### config.mk
export PLATFORM = sky130hd
export DESIGN_NAME = sbr_cmd_exec
export DESIGN_NICKNAME = d
export VERILOG_FILES = /design/src/rtl/sbr_pkg.sv /design/src/rtl/sbr_crc16.sv /design/src/rtl/sbr_cmd_exec.sv
export VERILOG_INCLUDE_DIRS = /design/src /design/src/rtl
export SDC_FILE = /design/constraint.sdc
export NUM_CORES = 2
export LEC_CHECK = 0
export BUFFER_PORTS_ARGS = -buffer_cell sky130_fd_sc_hd__buf_2
export CORE_ASPECT_RATIO = 0.5
export CORE_MARGIN = 2
export CORE_UTILIZATION = 55
export DETAILED_ROUTE_END_ITERATION = 10
export PLACE_DENSITY = 0.75
export SYNTH_ARGS = -nofsm -noshare
export SYNTH_HDL_FRONTEND = slang
export SYNTH_HIERARCHICAL = 1
export SYNTH_SLANG_ARGS = --single-unit
### constraint.sdc
create_clock -name pclk -period 5.2 [get_ports pclk]
set_input_delay 1.56 -clock pclk [delete_from_list [all_inputs] [get_ports pclk]]
set_output_delay 1.56 -clock pclk [all_outputs]
set_load 0.02 [all_outputs]
### src/rtl/sbr_defines.svh
// Offsets, fields, reset values and codes of the SPI bridge executor
// How it works
// - Checked tail forward queues words; link starts only after CRC match.
// - Checked tail forward ignores the transmit start threshold.
// - Unchecked tail forward starts link at threshold or last word.
// - Unchecked CRC miss still executes, sets CRC flag, pulls fault low unless masked.
// - Extra END bytes follow once the data words are on the link.
// - Data words and extra END bytes go out as two link commands.
// - Words returned by the link go into the receive queue.
// - Tail forward and register write answer status then its CRC.
// - Checked data read returns queue words and CRC only on match.
// - Checked reads with a bad command CRC keep the data out high.
// - Unchecked data read returns words and CRC despite a bad CRC.
// - Checked register write holds words in shadow, commits on match.
// - Register commands take the start address from the command word.
// - Unchecked register write stores each word as it arrives.
// - Checked register read with a good CRC returns words and CRC.
// - Unchecked commands always run; checked ones only on CRC match.
// - The status acknowledge is dropped when ack suppress is set.
`ifndef SBR_DEFINES_SVH
`define SBR_DEFINES_SVH

`define SBR_LAST_BIT 4'hF
`define SBR_F_OP 15:12
`define SBR_F_FWDN 11:6
`define SBR_F_ENDS 5:0
`define SBR_F_ADDR 9:6
`define SBR_F_RLEN 3:0
`define SBR_F_DLEN 4:0
`define SBR_F_THR 5:0

`define SBR_OP_FWD 3'b011
`define SBR_OP_DRD 3'b100
`define SBR_OP_RWR 3'b101
`define SBR_OP_RRD 3'b110

`define SBR_R_ID 4'h0
`define SBR_R_SPICTRL 4'h1
`define SBR_R_TXLVL 4'h3
`define SBR_R_DIAGMASK 4'h6
`define SBR_R_STATUS 4'h7
`define SBR_R_IFST 4'h8
`define SBR_R_TXST 4'h9
`define SBR_R_RXST 4'hA
`define SBR_R_LAST 4'hA

`define SBR_B_ACKDIS 0
`define SBR_B_CRCALG 2
`define SBR_B_CRCERR 0
`define SBR_B_MASKCRC 0

`define SBR_RST_SPICTRL 16'h00A0
`define SBR_RST_TXLVL 16'h0004

`define SBR_CRC_POLY 16'h1021
`define SBR_CRC_INIT_A 16'hFFFF
`define SBR_CRC_INIT_B 16'h0000

`endif

### src/rtl/sbr_pkg.sv
// Types of the SPI bridge executor
package sbr_pkg;
  typedef enum logic [4:0] {
    ST_CMD = 5'b00001,
    ST_DATA = 5'b00010,
    ST_CRC = 5'b00100,
    ST_RESP = 5'b01000,
    ST_DONE = 5'b10000
  } sbr_state_t;

  typedef enum logic [1:0] {
    RK_NONE = 2'h0,
    RK_ACK = 2'h1,
    RK_REG = 2'h2,
    RK_RXQ = 2'h3
  } sbr_resp_t;
endpackage : sbr_pkg

### src/rtl/sbr_crc16.sv
// One-word step of the 16-bit CRC
`include "sbr_defines.svh"

module sbr_crc16 (
  input wire logic [15:0] crc_in,
  input wire logic [15:0] data_in,
  output logic [15:0] crc_out
);
  always_comb
  begin
    crc_out = crc_in;
    for (int i = 15; i >= 0; i--)
    begin
      if (crc_out[15] ^ data_in[i])
        crc_out = {crc_out[14:0], 1'b0} ^ `SBR_CRC_POLY;
      else
        crc_out = {crc_out[14:0], 1'b0};
    end
  end
endmodule : sbr_crc16

### src/rtl/sbr_cmd_exec.sv
// SPI command executor: tail forwards, data reads, register access
`include "sbr_defines.svh"

module sbr_cmd_exec #(
  parameter int MAX_WORDS = 32,
  parameter int LVL_W = 7,
  parameter logic [15:0] IDENTIFICATION_WORD = 16'h5A3C  // Arbitrary
) (
  input wire logic pclk,
  input wire logic presetn,
  input wire logic psel,
  input wire logic penable,
  input wire logic pwrite,
  input wire logic [7:0] paddr,
  input wire logic [31:0] pwdata,
  output logic [31:0] prdata,
  output logic pready,
  output logic pslverr,
  input wire logic spi_sclk,
  input wire logic spi_cs_n,
  input wire logic spi_sdi,
  output logic spi_sdo,
  output logic tx_push,
  output logic [15:0] tx_word,
  output logic tx_flush,
  input wire logic [LVL_W-1:0] tx_level,
  output logic rx_pop,
  input wire logic [15:0] rx_word,
  input wire logic [LVL_W-1:0] rx_level,
  output logic link_release,
  output logic [5:0] link_word_count,
  output logic [5:0] link_extra_ends,
  output logic link_capture_rx,
  output logic link_ends_release,
  input wire logic link_words_sent,
  output logic fault_n
);
  if (MAX_WORDS < 1 || MAX_WORDS > 63 || LVL_W < 1 || LVL_W > 16)
  begin : g_bad_param
    $error("MAX_WORDS or LVL_W out of range");
  end

  function automatic logic writable(input logic [3:0] a);
    writable = a >= `SBR_R_SPICTRL && a <= `SBR_R_DIAGMASK;
  endfunction : writable

  // ----------------------------------------
  // Pin synchronisers
  // ----------------------------------------
  logic sclk_s1, sclk_s2, sclk_d, cs_s1, cs_s2, sdi_s1, sdi_s2;
  logic sclk_rise, sclk_fall;

  always_ff @(posedge pclk or negedge presetn)
  begin
    if (!presetn)
    begin
      {sclk_s1, sclk_s2, sclk_d} <= 3'h0;
      {cs_s1, cs_s2, sdi_s1, sdi_s2} <= 4'hF;
    end
    else
    begin
      {sclk_s1, sclk_s2, sclk_d} <= {spi_sclk, sclk_s1, sclk_s2};
      {cs_s1, cs_s2} <= {spi_cs_n, cs_s1};
      {sdi_s1, sdi_s2} <= {spi_sdi, sdi_s1};
    end
  end

  assign sclk_rise = sclk_s2 && !sclk_d;
  assign sclk_fall = !sclk_s2 && sclk_d;

  // ----------------------------------------
  // Shared signals
  // ----------------------------------------
  sbr_pkg::sbr_state_t st_reg, st_next;
  sbr_pkg::sbr_resp_t kind_reg, kind_next, kind_sel;
  logic [3:0] op_reg, op_next, bit_cnt_reg, bit_cnt_next;
  logic [3:0] addr_reg, addr_next;
  logic [5:0] idx_reg, idx_next, num_reg, num_next, ends_reg, ends_next;
  logic [5:0] ri, resp_n, fwd_n;
  logic [15:0] in_shift_reg, in_shift_next, out_shift_reg, out_shift_next;
  logic [15:0] crc_in_reg, crc_in_next, crc_out_reg, crc_out_next;
  logic [15:0] crc_i_in, crc_i_out, crc_o_in, crc_o_out, crc_init;
  logic [15:0] word, resp_w, status_w, tx_word_next;
  logic [15:0] shadow_reg [0:15];
  logic [15:0] shadow_next [0:15];
  logic [15:0] cfg_reg [0:15];
  logic [15:0] cfg_next [0:15];
  logic [15:0] view [0:15];
  logic skip_reg, skip_next, sdo_next, released_reg, released_next;
  logic tx_push_next, tx_flush_next, rx_pop_next, rel, step;
  logic link_rel_next, link_ends_rel_next, cap_next, ends_pend_reg;
  logic ends_pend_next;
  logic [5:0] link_cnt_next, link_ends_next;
  logic word_done, match, crc_hit, crc_miss, ack_dis, fault_next;
  logic op_fwd, op_drd, op_rwr, op_rrd, op_chk;
  logic spi_wr_en, commit, crc_set, crc_err_reg, crc_err_next;
  logic [3:0] spi_wr_a;
  logic [15:0] spi_wr_d;
  logic [31:0] prdata_next;
  logic apb_err, apb_wr;

  assign op_fwd = op_reg[3:1] == `SBR_OP_FWD;
  assign op_drd = op_reg[3:1] == `SBR_OP_DRD;
  assign op_rwr = op_reg[3:1] == `SBR_OP_RWR;
  assign op_rrd = op_reg[3:1] == `SBR_OP_RRD;
  assign op_chk = !op_reg[0];
  assign ack_dis = cfg_reg[`SBR_R_SPICTRL][`SBR_B_ACKDIS];
  assign crc_init = cfg_reg[`SBR_R_SPICTRL][`SBR_B_CRCALG] ?
                    `SBR_CRC_INIT_B : `SBR_CRC_INIT_A;
  assign word = {in_shift_reg[14:0], sdi_s2};
  assign word_done = sclk_rise && !cs_s2 && bit_cnt_reg == `SBR_LAST_BIT;
  assign match = word == crc_in_reg;
  assign crc_hit = word_done && st_reg == sbr_pkg::ST_CRC && match;
  assign crc_miss = word_done && st_reg == sbr_pkg::ST_CRC && !match;
  assign status_w = view[`SBR_R_STATUS];
  // Host may ask for more, but the queue side never takes more than this
  assign fwd_n = (word[`SBR_F_FWDN] > 6'(MAX_WORDS)) ?
                 6'(MAX_WORDS) : word[`SBR_F_FWDN];

  // Answer kind decided on the CRC slot, held afterwards
  always_comb
  begin
    kind_sel = kind_reg;
    if (st_reg == sbr_pkg::ST_CRC)
    begin
      if (op_fwd || op_rwr)
        kind_sel = ack_dis ? sbr_pkg::RK_NONE : sbr_pkg::RK_ACK;
      else if (op_chk && !match)
        kind_sel = sbr_pkg::RK_NONE;
      else if (op_drd)
        kind_sel = sbr_pkg::RK_RXQ;
      else if (op_rrd)
        kind_sel = sbr_pkg::RK_REG;
      else
        kind_sel = sbr_pkg::RK_NONE;
    end
  end

  assign ri = (st_reg == sbr_pkg::ST_CRC) ? 6'h00 : idx_reg;
  assign resp_n = (kind_sel == sbr_pkg::RK_ACK) ? 6'h01 : num_reg;
  assign crc_i_in = (st_reg == sbr_pkg::ST_CMD) ? crc_init : crc_in_reg;
  assign crc_o_in = (ri == 6'h00) ? crc_init : crc_out_reg;

  always_comb
  begin
    case (kind_sel)
      sbr_pkg::RK_ACK: resp_w = status_w;
      sbr_pkg::RK_REG: resp_w = view[addr_reg + ri[3:0]];
      sbr_pkg::RK_RXQ: resp_w = rx_word;
      default: resp_w = 16'hFFFF;
    endcase
  end

  sbr_crc16 u_crc_in (
    .crc_in(crc_i_in),
    .data_in(word),
    .crc_out(crc_i_out)
  );

  sbr_crc16 u_crc_out (
    .crc_in(crc_o_in),
    .data_in(resp_w),
    .crc_out(crc_o_out)
  );

  // ----------------------------------------
  // Command sequencer
  // ----------------------------------------
  always_comb
  begin
    st_next = st_reg;
    op_next = op_reg;
    bit_cnt_next = bit_cnt_reg;
    in_shift_next = in_shift_reg;
    idx_next = idx_reg;
    num_next = num_reg;
    addr_next = addr_reg;
    ends_next = ends_reg;
    crc_in_next = crc_in_reg;
    crc_out_next = crc_out_reg;
    out_shift_next = out_shift_reg;
    skip_next = skip_reg;
    sdo_next = spi_sdo;
    kind_next = kind_reg;
    released_next = released_reg;
    shadow_next = shadow_reg;
    tx_word_next = tx_word;
    tx_push_next = 1'b0;
    tx_flush_next = 1'b0;
    rx_pop_next = 1'b0;
    rel = 1'b0;
    step = 1'b0;
    spi_wr_en = 1'b0;
    spi_wr_a = 4'h0;
    spi_wr_d = 16'h0000;
    commit = 1'b0;
    crc_set = 1'b0;
    if (cs_s2)
    begin
      st_next = sbr_pkg::ST_CMD;
      bit_cnt_next = 4'h0;
      skip_next = 1'b0;
      sdo_next = 1'b1;
    end
    else
    begin
      if (sclk_rise)
      begin
        bit_cnt_next = bit_cnt_reg + 4'h1;
        in_shift_next = word;
      end
      // Host supplies the clocks that drain the answer
      if (sclk_fall && st_reg == sbr_pkg::ST_RESP)
      begin
        if (skip_reg)
          skip_next = 1'b0;
        else
        begin
          out_shift_next = {out_shift_reg[14:0], 1'b1};
          sdo_next = out_shift_reg[14];
        end
      end
      if (word_done)
      begin
        case (st_reg)
          sbr_pkg::ST_CMD:
          begin
            op_next = word[`SBR_F_OP];
            idx_next = 6'h00;
            released_next = 1'b0;
            crc_in_next = crc_i_out;
            addr_next = word[`SBR_F_ADDR];
            ends_next = word[`SBR_F_ENDS];
            st_next = sbr_pkg::ST_CRC;
            case (word[15:13])
              `SBR_OP_FWD:
              begin
                num_next = fwd_n;
                if (fwd_n != 6'h00)
                  st_next = sbr_pkg::ST_DATA;
                else
                  rel = word[12];
              end
              `SBR_OP_RWR:
              begin
                num_next = 6'(word[`SBR_F_RLEN]) + 6'h01;
                st_next = sbr_pkg::ST_DATA;
              end
              `SBR_OP_RRD: num_next = 6'(word[`SBR_F_RLEN]) + 6'h01;
              `SBR_OP_DRD: num_next = 6'(word[`SBR_F_DLEN]) + 6'h01;
              default: st_next = sbr_pkg::ST_DONE;
            endcase
          end
          sbr_pkg::ST_DATA:
          begin
            crc_in_next = crc_i_out;
            if (op_fwd)
            begin
              tx_push_next = 1'b1;
              tx_word_next = word;
              // Own count avoids the queue level lagging the push
              if (!op_chk && !released_reg &&
                  (idx_reg + 6'h01 >=
                   cfg_reg[`SBR_R_TXLVL][`SBR_F_THR] ||
                   idx_reg + 6'h01 == num_reg))
                rel = 1'b1;
            end
            else if (op_chk)
              shadow_next[idx_reg[3:0]] = word;
            else
            begin
              spi_wr_en = 1'b1;
              spi_wr_a = addr_reg + idx_reg[3:0];
              spi_wr_d = word;
            end
            idx_next = idx_reg + 6'h01;
            if (idx_reg + 6'h01 == num_reg)
              st_next = sbr_pkg::ST_CRC;
          end
          sbr_pkg::ST_CRC:
          begin
            crc_set = !match;
            kind_next = kind_sel;
            if (op_fwd && op_chk)
            begin
              rel = match;
              tx_flush_next = !match;
            end
            commit = op_rwr && op_chk && match;
            if (kind_sel == sbr_pkg::RK_NONE)
            begin
              st_next = sbr_pkg::ST_DONE;
              sdo_next = 1'b1;
            end
            else
              step = 1'b1;
          end
          sbr_pkg::ST_RESP: step = 1'b1;
          default: ;
        endcase
      end
      if (step)
      begin
        skip_next = 1'b1;
        idx_next = ri + 6'h01;
        st_next = sbr_pkg::ST_RESP;
        if (ri < resp_n)
        begin
          out_shift_next = resp_w;
          sdo_next = resp_w[15];
          crc_out_next = crc_o_out;
          rx_pop_next = kind_sel == sbr_pkg::RK_RXQ;
        end
        else if (ri == resp_n)
        begin
          out_shift_next = crc_out_reg;
          sdo_next = crc_out_reg[15];
        end
        else
        begin
          st_next = sbr_pkg::ST_DONE;
          sdo_next = 1'b1;
        end
      end
    end
    if (rel)
      released_next = 1'b1;
  end

  always_ff @(posedge pclk or negedge presetn)
  begin
    if (!presetn)
    begin
      st_reg <= sbr_pkg::ST_CMD;
      op_reg <= 4'h0;
      bit_cnt_reg <= 4'h0;
      in_shift_reg <= 16'h0000;
      idx_reg <= 6'h00;
      num_reg <= 6'h00;
      addr_reg <= 4'h0;
      ends_reg <= 6'h00;
      crc_in_reg <= 16'h0000;
      crc_out_reg <= 16'h0000;
      out_shift_reg <= 16'hFFFF;
      skip_reg <= 1'b0;
      spi_sdo <= 1'b1;
      kind_reg <= sbr_pkg::RK_NONE;
      released_reg <= 1'b0;
      shadow_reg <= '{default: 16'h0000};
      tx_word <= 16'h0000;
      tx_push <= 1'b0;
      tx_flush <= 1'b0;
      rx_pop <= 1'b0;
    end
    else
    begin
      st_reg <= st_next;
      op_reg <= op_next;
      bit_cnt_reg <= bit_cnt_next;
      in_shift_reg <= in_shift_next;
      idx_reg <= idx_next;
      num_reg <= num_next;
      addr_reg <= addr_next;
      ends_reg <= ends_next;
      crc_in_reg <= crc_in_next;
      crc_out_reg <= crc_out_next;
      out_shift_reg <= out_shift_next;
      skip_reg <= skip_next;
      spi_sdo <= sdo_next;
      kind_reg <= kind_next;
      released_reg <= released_next;
      shadow_reg <= shadow_next;
      tx_word <= tx_word_next;
      tx_push <= tx_push_next;
      tx_flush <= tx_flush_next;
      rx_pop <= rx_pop_next;
    end
  end

  // ----------------------------------------
  // Link hand-off
  // ----------------------------------------
  always_comb
  begin
    link_rel_next = 1'b0;
    link_ends_rel_next = 1'b0;
    link_cnt_next = link_word_count;
    link_ends_next = link_extra_ends;
    ends_pend_next = ends_pend_reg;
    cap_next = link_capture_rx;
    // Tail ends wait for the word command so the two stay apart
    if (link_words_sent && ends_pend_reg)
    begin
      link_ends_rel_next = link_extra_ends != 6'h00;
      ends_pend_next = 1'b0;
    end
    if (rel)
    begin
      cap_next = 1'b1;
      link_cnt_next = num_next;
      link_ends_next = ends_next;
      if (num_next != 6'h00)
      begin
        link_rel_next = 1'b1;
        ends_pend_next = 1'b1;
      end
      else
        link_ends_rel_next = ends_next != 6'h00;
    end
  end

  always_ff @(posedge pclk or negedge presetn)
  begin
    if (!presetn)
    begin
      link_release <= 1'b0;
      link_ends_release <= 1'b0;
      link_word_count <= 6'h00;
      link_extra_ends <= 6'h00;
      ends_pend_reg <= 1'b0;
      link_capture_rx <= 1'b0;
    end
    else
    begin
      link_release <= link_rel_next;
      link_ends_release <= link_ends_rel_next;
      link_word_count <= link_cnt_next;
      link_extra_ends <= link_ends_next;
      ends_pend_reg <= ends_pend_next;
      link_capture_rx <= cap_next;
    end
  end

  // ----------------------------------------
  // Register file and APB slave
  // ----------------------------------------
  assign pready = 1'b1;
  assign apb_err = paddr[1:0] != 2'h0 || paddr[7:6] != 2'h0 ||
                   paddr[5:2] > `SBR_R_LAST;
  assign pslverr = psel && penable && apb_err;
  assign apb_wr = psel && penable && pwrite && !apb_err;

  always_comb
  begin
    for (int j = 0; j < 16; j++)
      view[j] = writable(4'(j)) ? cfg_reg[j] : 16'h0000;
    view[`SBR_R_ID] = IDENTIFICATION_WORD;
    view[`SBR_R_STATUS][`SBR_B_CRCERR] = crc_err_reg;
    view[`SBR_R_IFST] = {11'h000, st_reg};
    view[`SBR_R_TXST] = 16'(tx_level);
    view[`SBR_R_RXST] = 16'(rx_level);
  end

  always_comb
  begin
    logic hit;
    logic clr;
    logic [15:0] d;
    logic [3:0] off;
    hit = 1'b0;
    clr = 1'b0;
    d = 16'h0000;
    off = 4'h0;
    cfg_next = cfg_reg;
    for (int j = 0; j < 16; j++)
    begin
      hit = 1'b0;
      d = 16'h0000;
      off = 4'(j) - addr_reg;
      if (apb_wr && paddr[5:2] == 4'(j))
      begin
        hit = 1'b1;
        d = pwdata[15:0];
      end
      if (spi_wr_en && spi_wr_a == 4'(j))
      begin
        hit = 1'b1;
        d = spi_wr_d;
      end
      if (commit && {2'h0, off} < num_reg)
      begin
        hit = 1'b1;
        d = shadow_reg[off];
      end
      if (hit && writable(4'(j)))
        cfg_next[j] = d;
      if (hit && 4'(j) == `SBR_R_STATUS && d[`SBR_B_CRCERR])
        clr = 1'b1;
    end
    // A miss in the clearing cycle still leaves the flag set
    crc_err_next = crc_set || (crc_err_reg && !clr);
    fault_next = !(crc_err_next &&
                   !cfg_next[`SBR_R_DIAGMASK][`SBR_B_MASKCRC]);
    prdata_next = prdata;
    if (psel && !penable)
      prdata_next = {16'h0000, view[paddr[5:2]]};
  end

  always_ff @(posedge pclk or negedge presetn)
  begin
    if (!presetn)
    begin
      cfg_reg <= '{default: 16'h0000};
      cfg_reg[`SBR_R_SPICTRL] <= `SBR_RST_SPICTRL;
      cfg_reg[`SBR_R_TXLVL] <= `SBR_RST_TXLVL;
      crc_err_reg <= 1'b0;
      fault_n <= 1'b1;
      prdata <= 32'h0000_0000;
    end
    else
    begin
      cfg_reg <= cfg_next;
      crc_err_reg <= crc_err_next;
      fault_n <= fault_next;
      prdata <= prdata_next;
    end
  end
endmodule : sbr_cmd_exec

==> reports/results.tsv <==
metric	value	unit
critical_path.endpoint_type	flop	
critPathSlowestCell	fa_2	
num_vias	27700	
avgViaCountPerCell	6.96	
synth_top_family_by_area	multiplexers	
cts_buffers	50	
h-tree-depth	2	
max_stage_delay	630	ps
hold_viol	0	
die_x	368	um
clkTransAtPathRegs	60	ps
io_pins	149	
synth-seq-cells	514	
ctsLongestPathBuffers	3	
cp_max_fo	11	
period_share	0.937	
worst_slew_pin_slew	1270	ps
synth.distinct_cells	94	
die_area	0.0686	mm2
port_buffers	115	
total_power	9150	uW
min_path_type	reg2reg	
cts_resized	0	
setup_tns	0	ps
rsz0062_at_grt	false	
path_buf_inv	2	
criticalPathCategory	reg2reg	
status	finished, final reports clean	
setup_viol	0	
grt_pass1_wl	170	mm
wl_per_cell	28.7	um
fill_cells	4916	
postCtsSetupBuffers	0	
grt_overflow	0	
gp_congestion	1.05	
ys_warn_count	6	
synth_edf_count	0	
drt-pass1-iter-count	7	
synth_cells	3043	
synthSimpleGateAreaFrac	0.0778	
final_cell_mix	486 x dfrtp_1, 441 x mux2_2, 345 x mux4_2	
cts_sinks	514	
async_reset_ff_frac	1.00	
hold_slack	358	ps
holdBufCountCts	0	
maxSlewHeadroom	0.153	
ys_seq_area_frac	0.353	
final_common_cell	dfrtp_1	
fin_util	0.609	
finClkSkew	32.8	ps
ant_nets	0	
synth_xor_xnor_area_share	0.0430	
synthMuxAreaShare	0.376	
cp.arrival	5390	ps
dp_hpwl	77.0	mm
grt_antenna_before_repair	8	
start_kind	flop	
core	0.0653	mm2
rows	66	
drc	0	
synthAdderAreaFrac	0.0186	
avgSynthCellArea	12.0	um2
start_util	0.559	
drt_iter0_markers	3236	
power_density	230	mW/mm2
clk_latency	660	ps
synth_top_area_frac	0.335	
grt_pass1_vias	26600	
syn_area	0.0365	mm2
period_needed	4870	ps
cp_cell_sequence	nor2b_1 -> nand2_1 -> nand2_1 -> inv_1 -> ha_1 -> inv_1 -> fa_2 -> and2_1 -> a21oi_1 -> a21oi_1 -> nand2_1 -> a21oi_1 -> xor2_2 -> xor3_2 -> xnor2_1 -> xor2_1 -> mux2_2	
r2r_slack	330	ps
area_growth	8.95	%
p_leak	0.0172	uW
crit_family	XOR/XNOR gates	
drive_gt1_frac	0.387	
fmax	205	MHz
slew_violations	0	
vdd_drop_max	0.000280	V
synth_compound_area_frac	0.0933	
yosys.area.top_type	dfrtp_1	
synth_flop_cell	dfrtp_1	
cts_root_buffer	clkbuf_16	
cap_violations	0	
die_h	186	um
largest_register_ffs	256	
grt_util_all_layers	0.334	
required	5710	ps
layout.nets	3188	
grt_max_degree	142	
tritoncts	yes	
finalWirelength	114	mm
synth_area_leaders	dfrtp_1 34%, mux4_2 21%, mux2_2 14%	
-- cells in the mapped netlist, drive strengths merged (10+ instances only) --
library cell  instances
a211oi               22
a21o                 34
a21oi               207
a221o                14
a221oi               14
and2                 11
buf                 125
clkbuf              151
dfrtp               489
dfstp                25
ha                   51
inv                  36
mux2                451
mux2i                88
mux4                345
nand2               224
nand2b               14
nand3                38
nor2                169
nor2b                23
nor3                 23
nor3b                11
nor4                 14
o211ai               31
o21a                 19
o21ai               163
xnor2                80
xnor3                10
xor2                 53
-- worst register-to-register path: cells and delay by family (launching register included) --
family	cells	cell delay (ps)
compound gates	3	720
xor+xnor	4	1320
fa+ha+maj	2	790
buf+inv	2	170
flops	1	490
mux	1	280
simple gates	5	1000
-- path summary, 6_finish.rpt --
| check | start | to | cells after the start |
|---|---|---|---|
| max | st_reg[2] | crc_out_reg[8] | 17 |
| min | sclk_s1 | sclk_s2 | 0 |
| max reg2reg | st_reg[2] | crc_out_reg[8] | 17 |
| min reg2reg | sclk_s1 | sclk_s2 | 0 |
| max in group asynchronous | presetn | out_shift_reg[4] | 2 |
| min in group asynchronous | presetn | shadow_reg[56] | 1 |
-- per-layer routing --
metal	global-route usage	up-vias	routed length [um]
li1	-	11500	-
met2	0.497	1930	49700
met4	0.127	2	4780
met1	0.442	13900	42600
met3	0.136	337	17400
met5	0	-	13
-- power by group --
group / switching (uW) / total (uW) / internal [uW]
combinational: 792 / 1200 / 404
sequential: 50.2 / 4110 / 4060
clock: 1750 / 3840 / 2090
total: 2590 / 9150 / 6560
-- area by class of cell --
cell class                 count  area (um2)  share of cell area
tap                          884        1110              0.0278
sequential                   514       12900               0.324
timing repair buffer         222        1500              0.0377
inverter                      39         146             0.00368
clock buffer                  69        1390              0.0350
antenna                        1        2.50           0.0000629
clock inverter                24         280             0.00704
multi-input combinational   2229       22500               0.564
-- stage by stage --
| step | worst slack, ps | cells | area [um2] |
|---|---|---|---|
| finish | 325 | 3982 | 39800 |
| global route | 40.4 | 3982 | 39800 |
| CTS | 420 | 3981 | 39800 |
| detailed placement | 442 | 3888 | 38100 |
| global placement | 456 | 3888 | 38100 |
| floorplan | 336 | 3058 | 36600 |
-- logic make-up after synthesis --
logic type / Yosys count
multiplexers: 884
AND/OR/NAND/NOR: 567
AO/OA/AOI/OAI: 562
flip-flops: 514
buffers and inverters: 315
XOR/XNOR: 146
adder cells (fa/ha/maj): 53
other: 2
No activity file was read; power rests on OpenSTA's default activity.
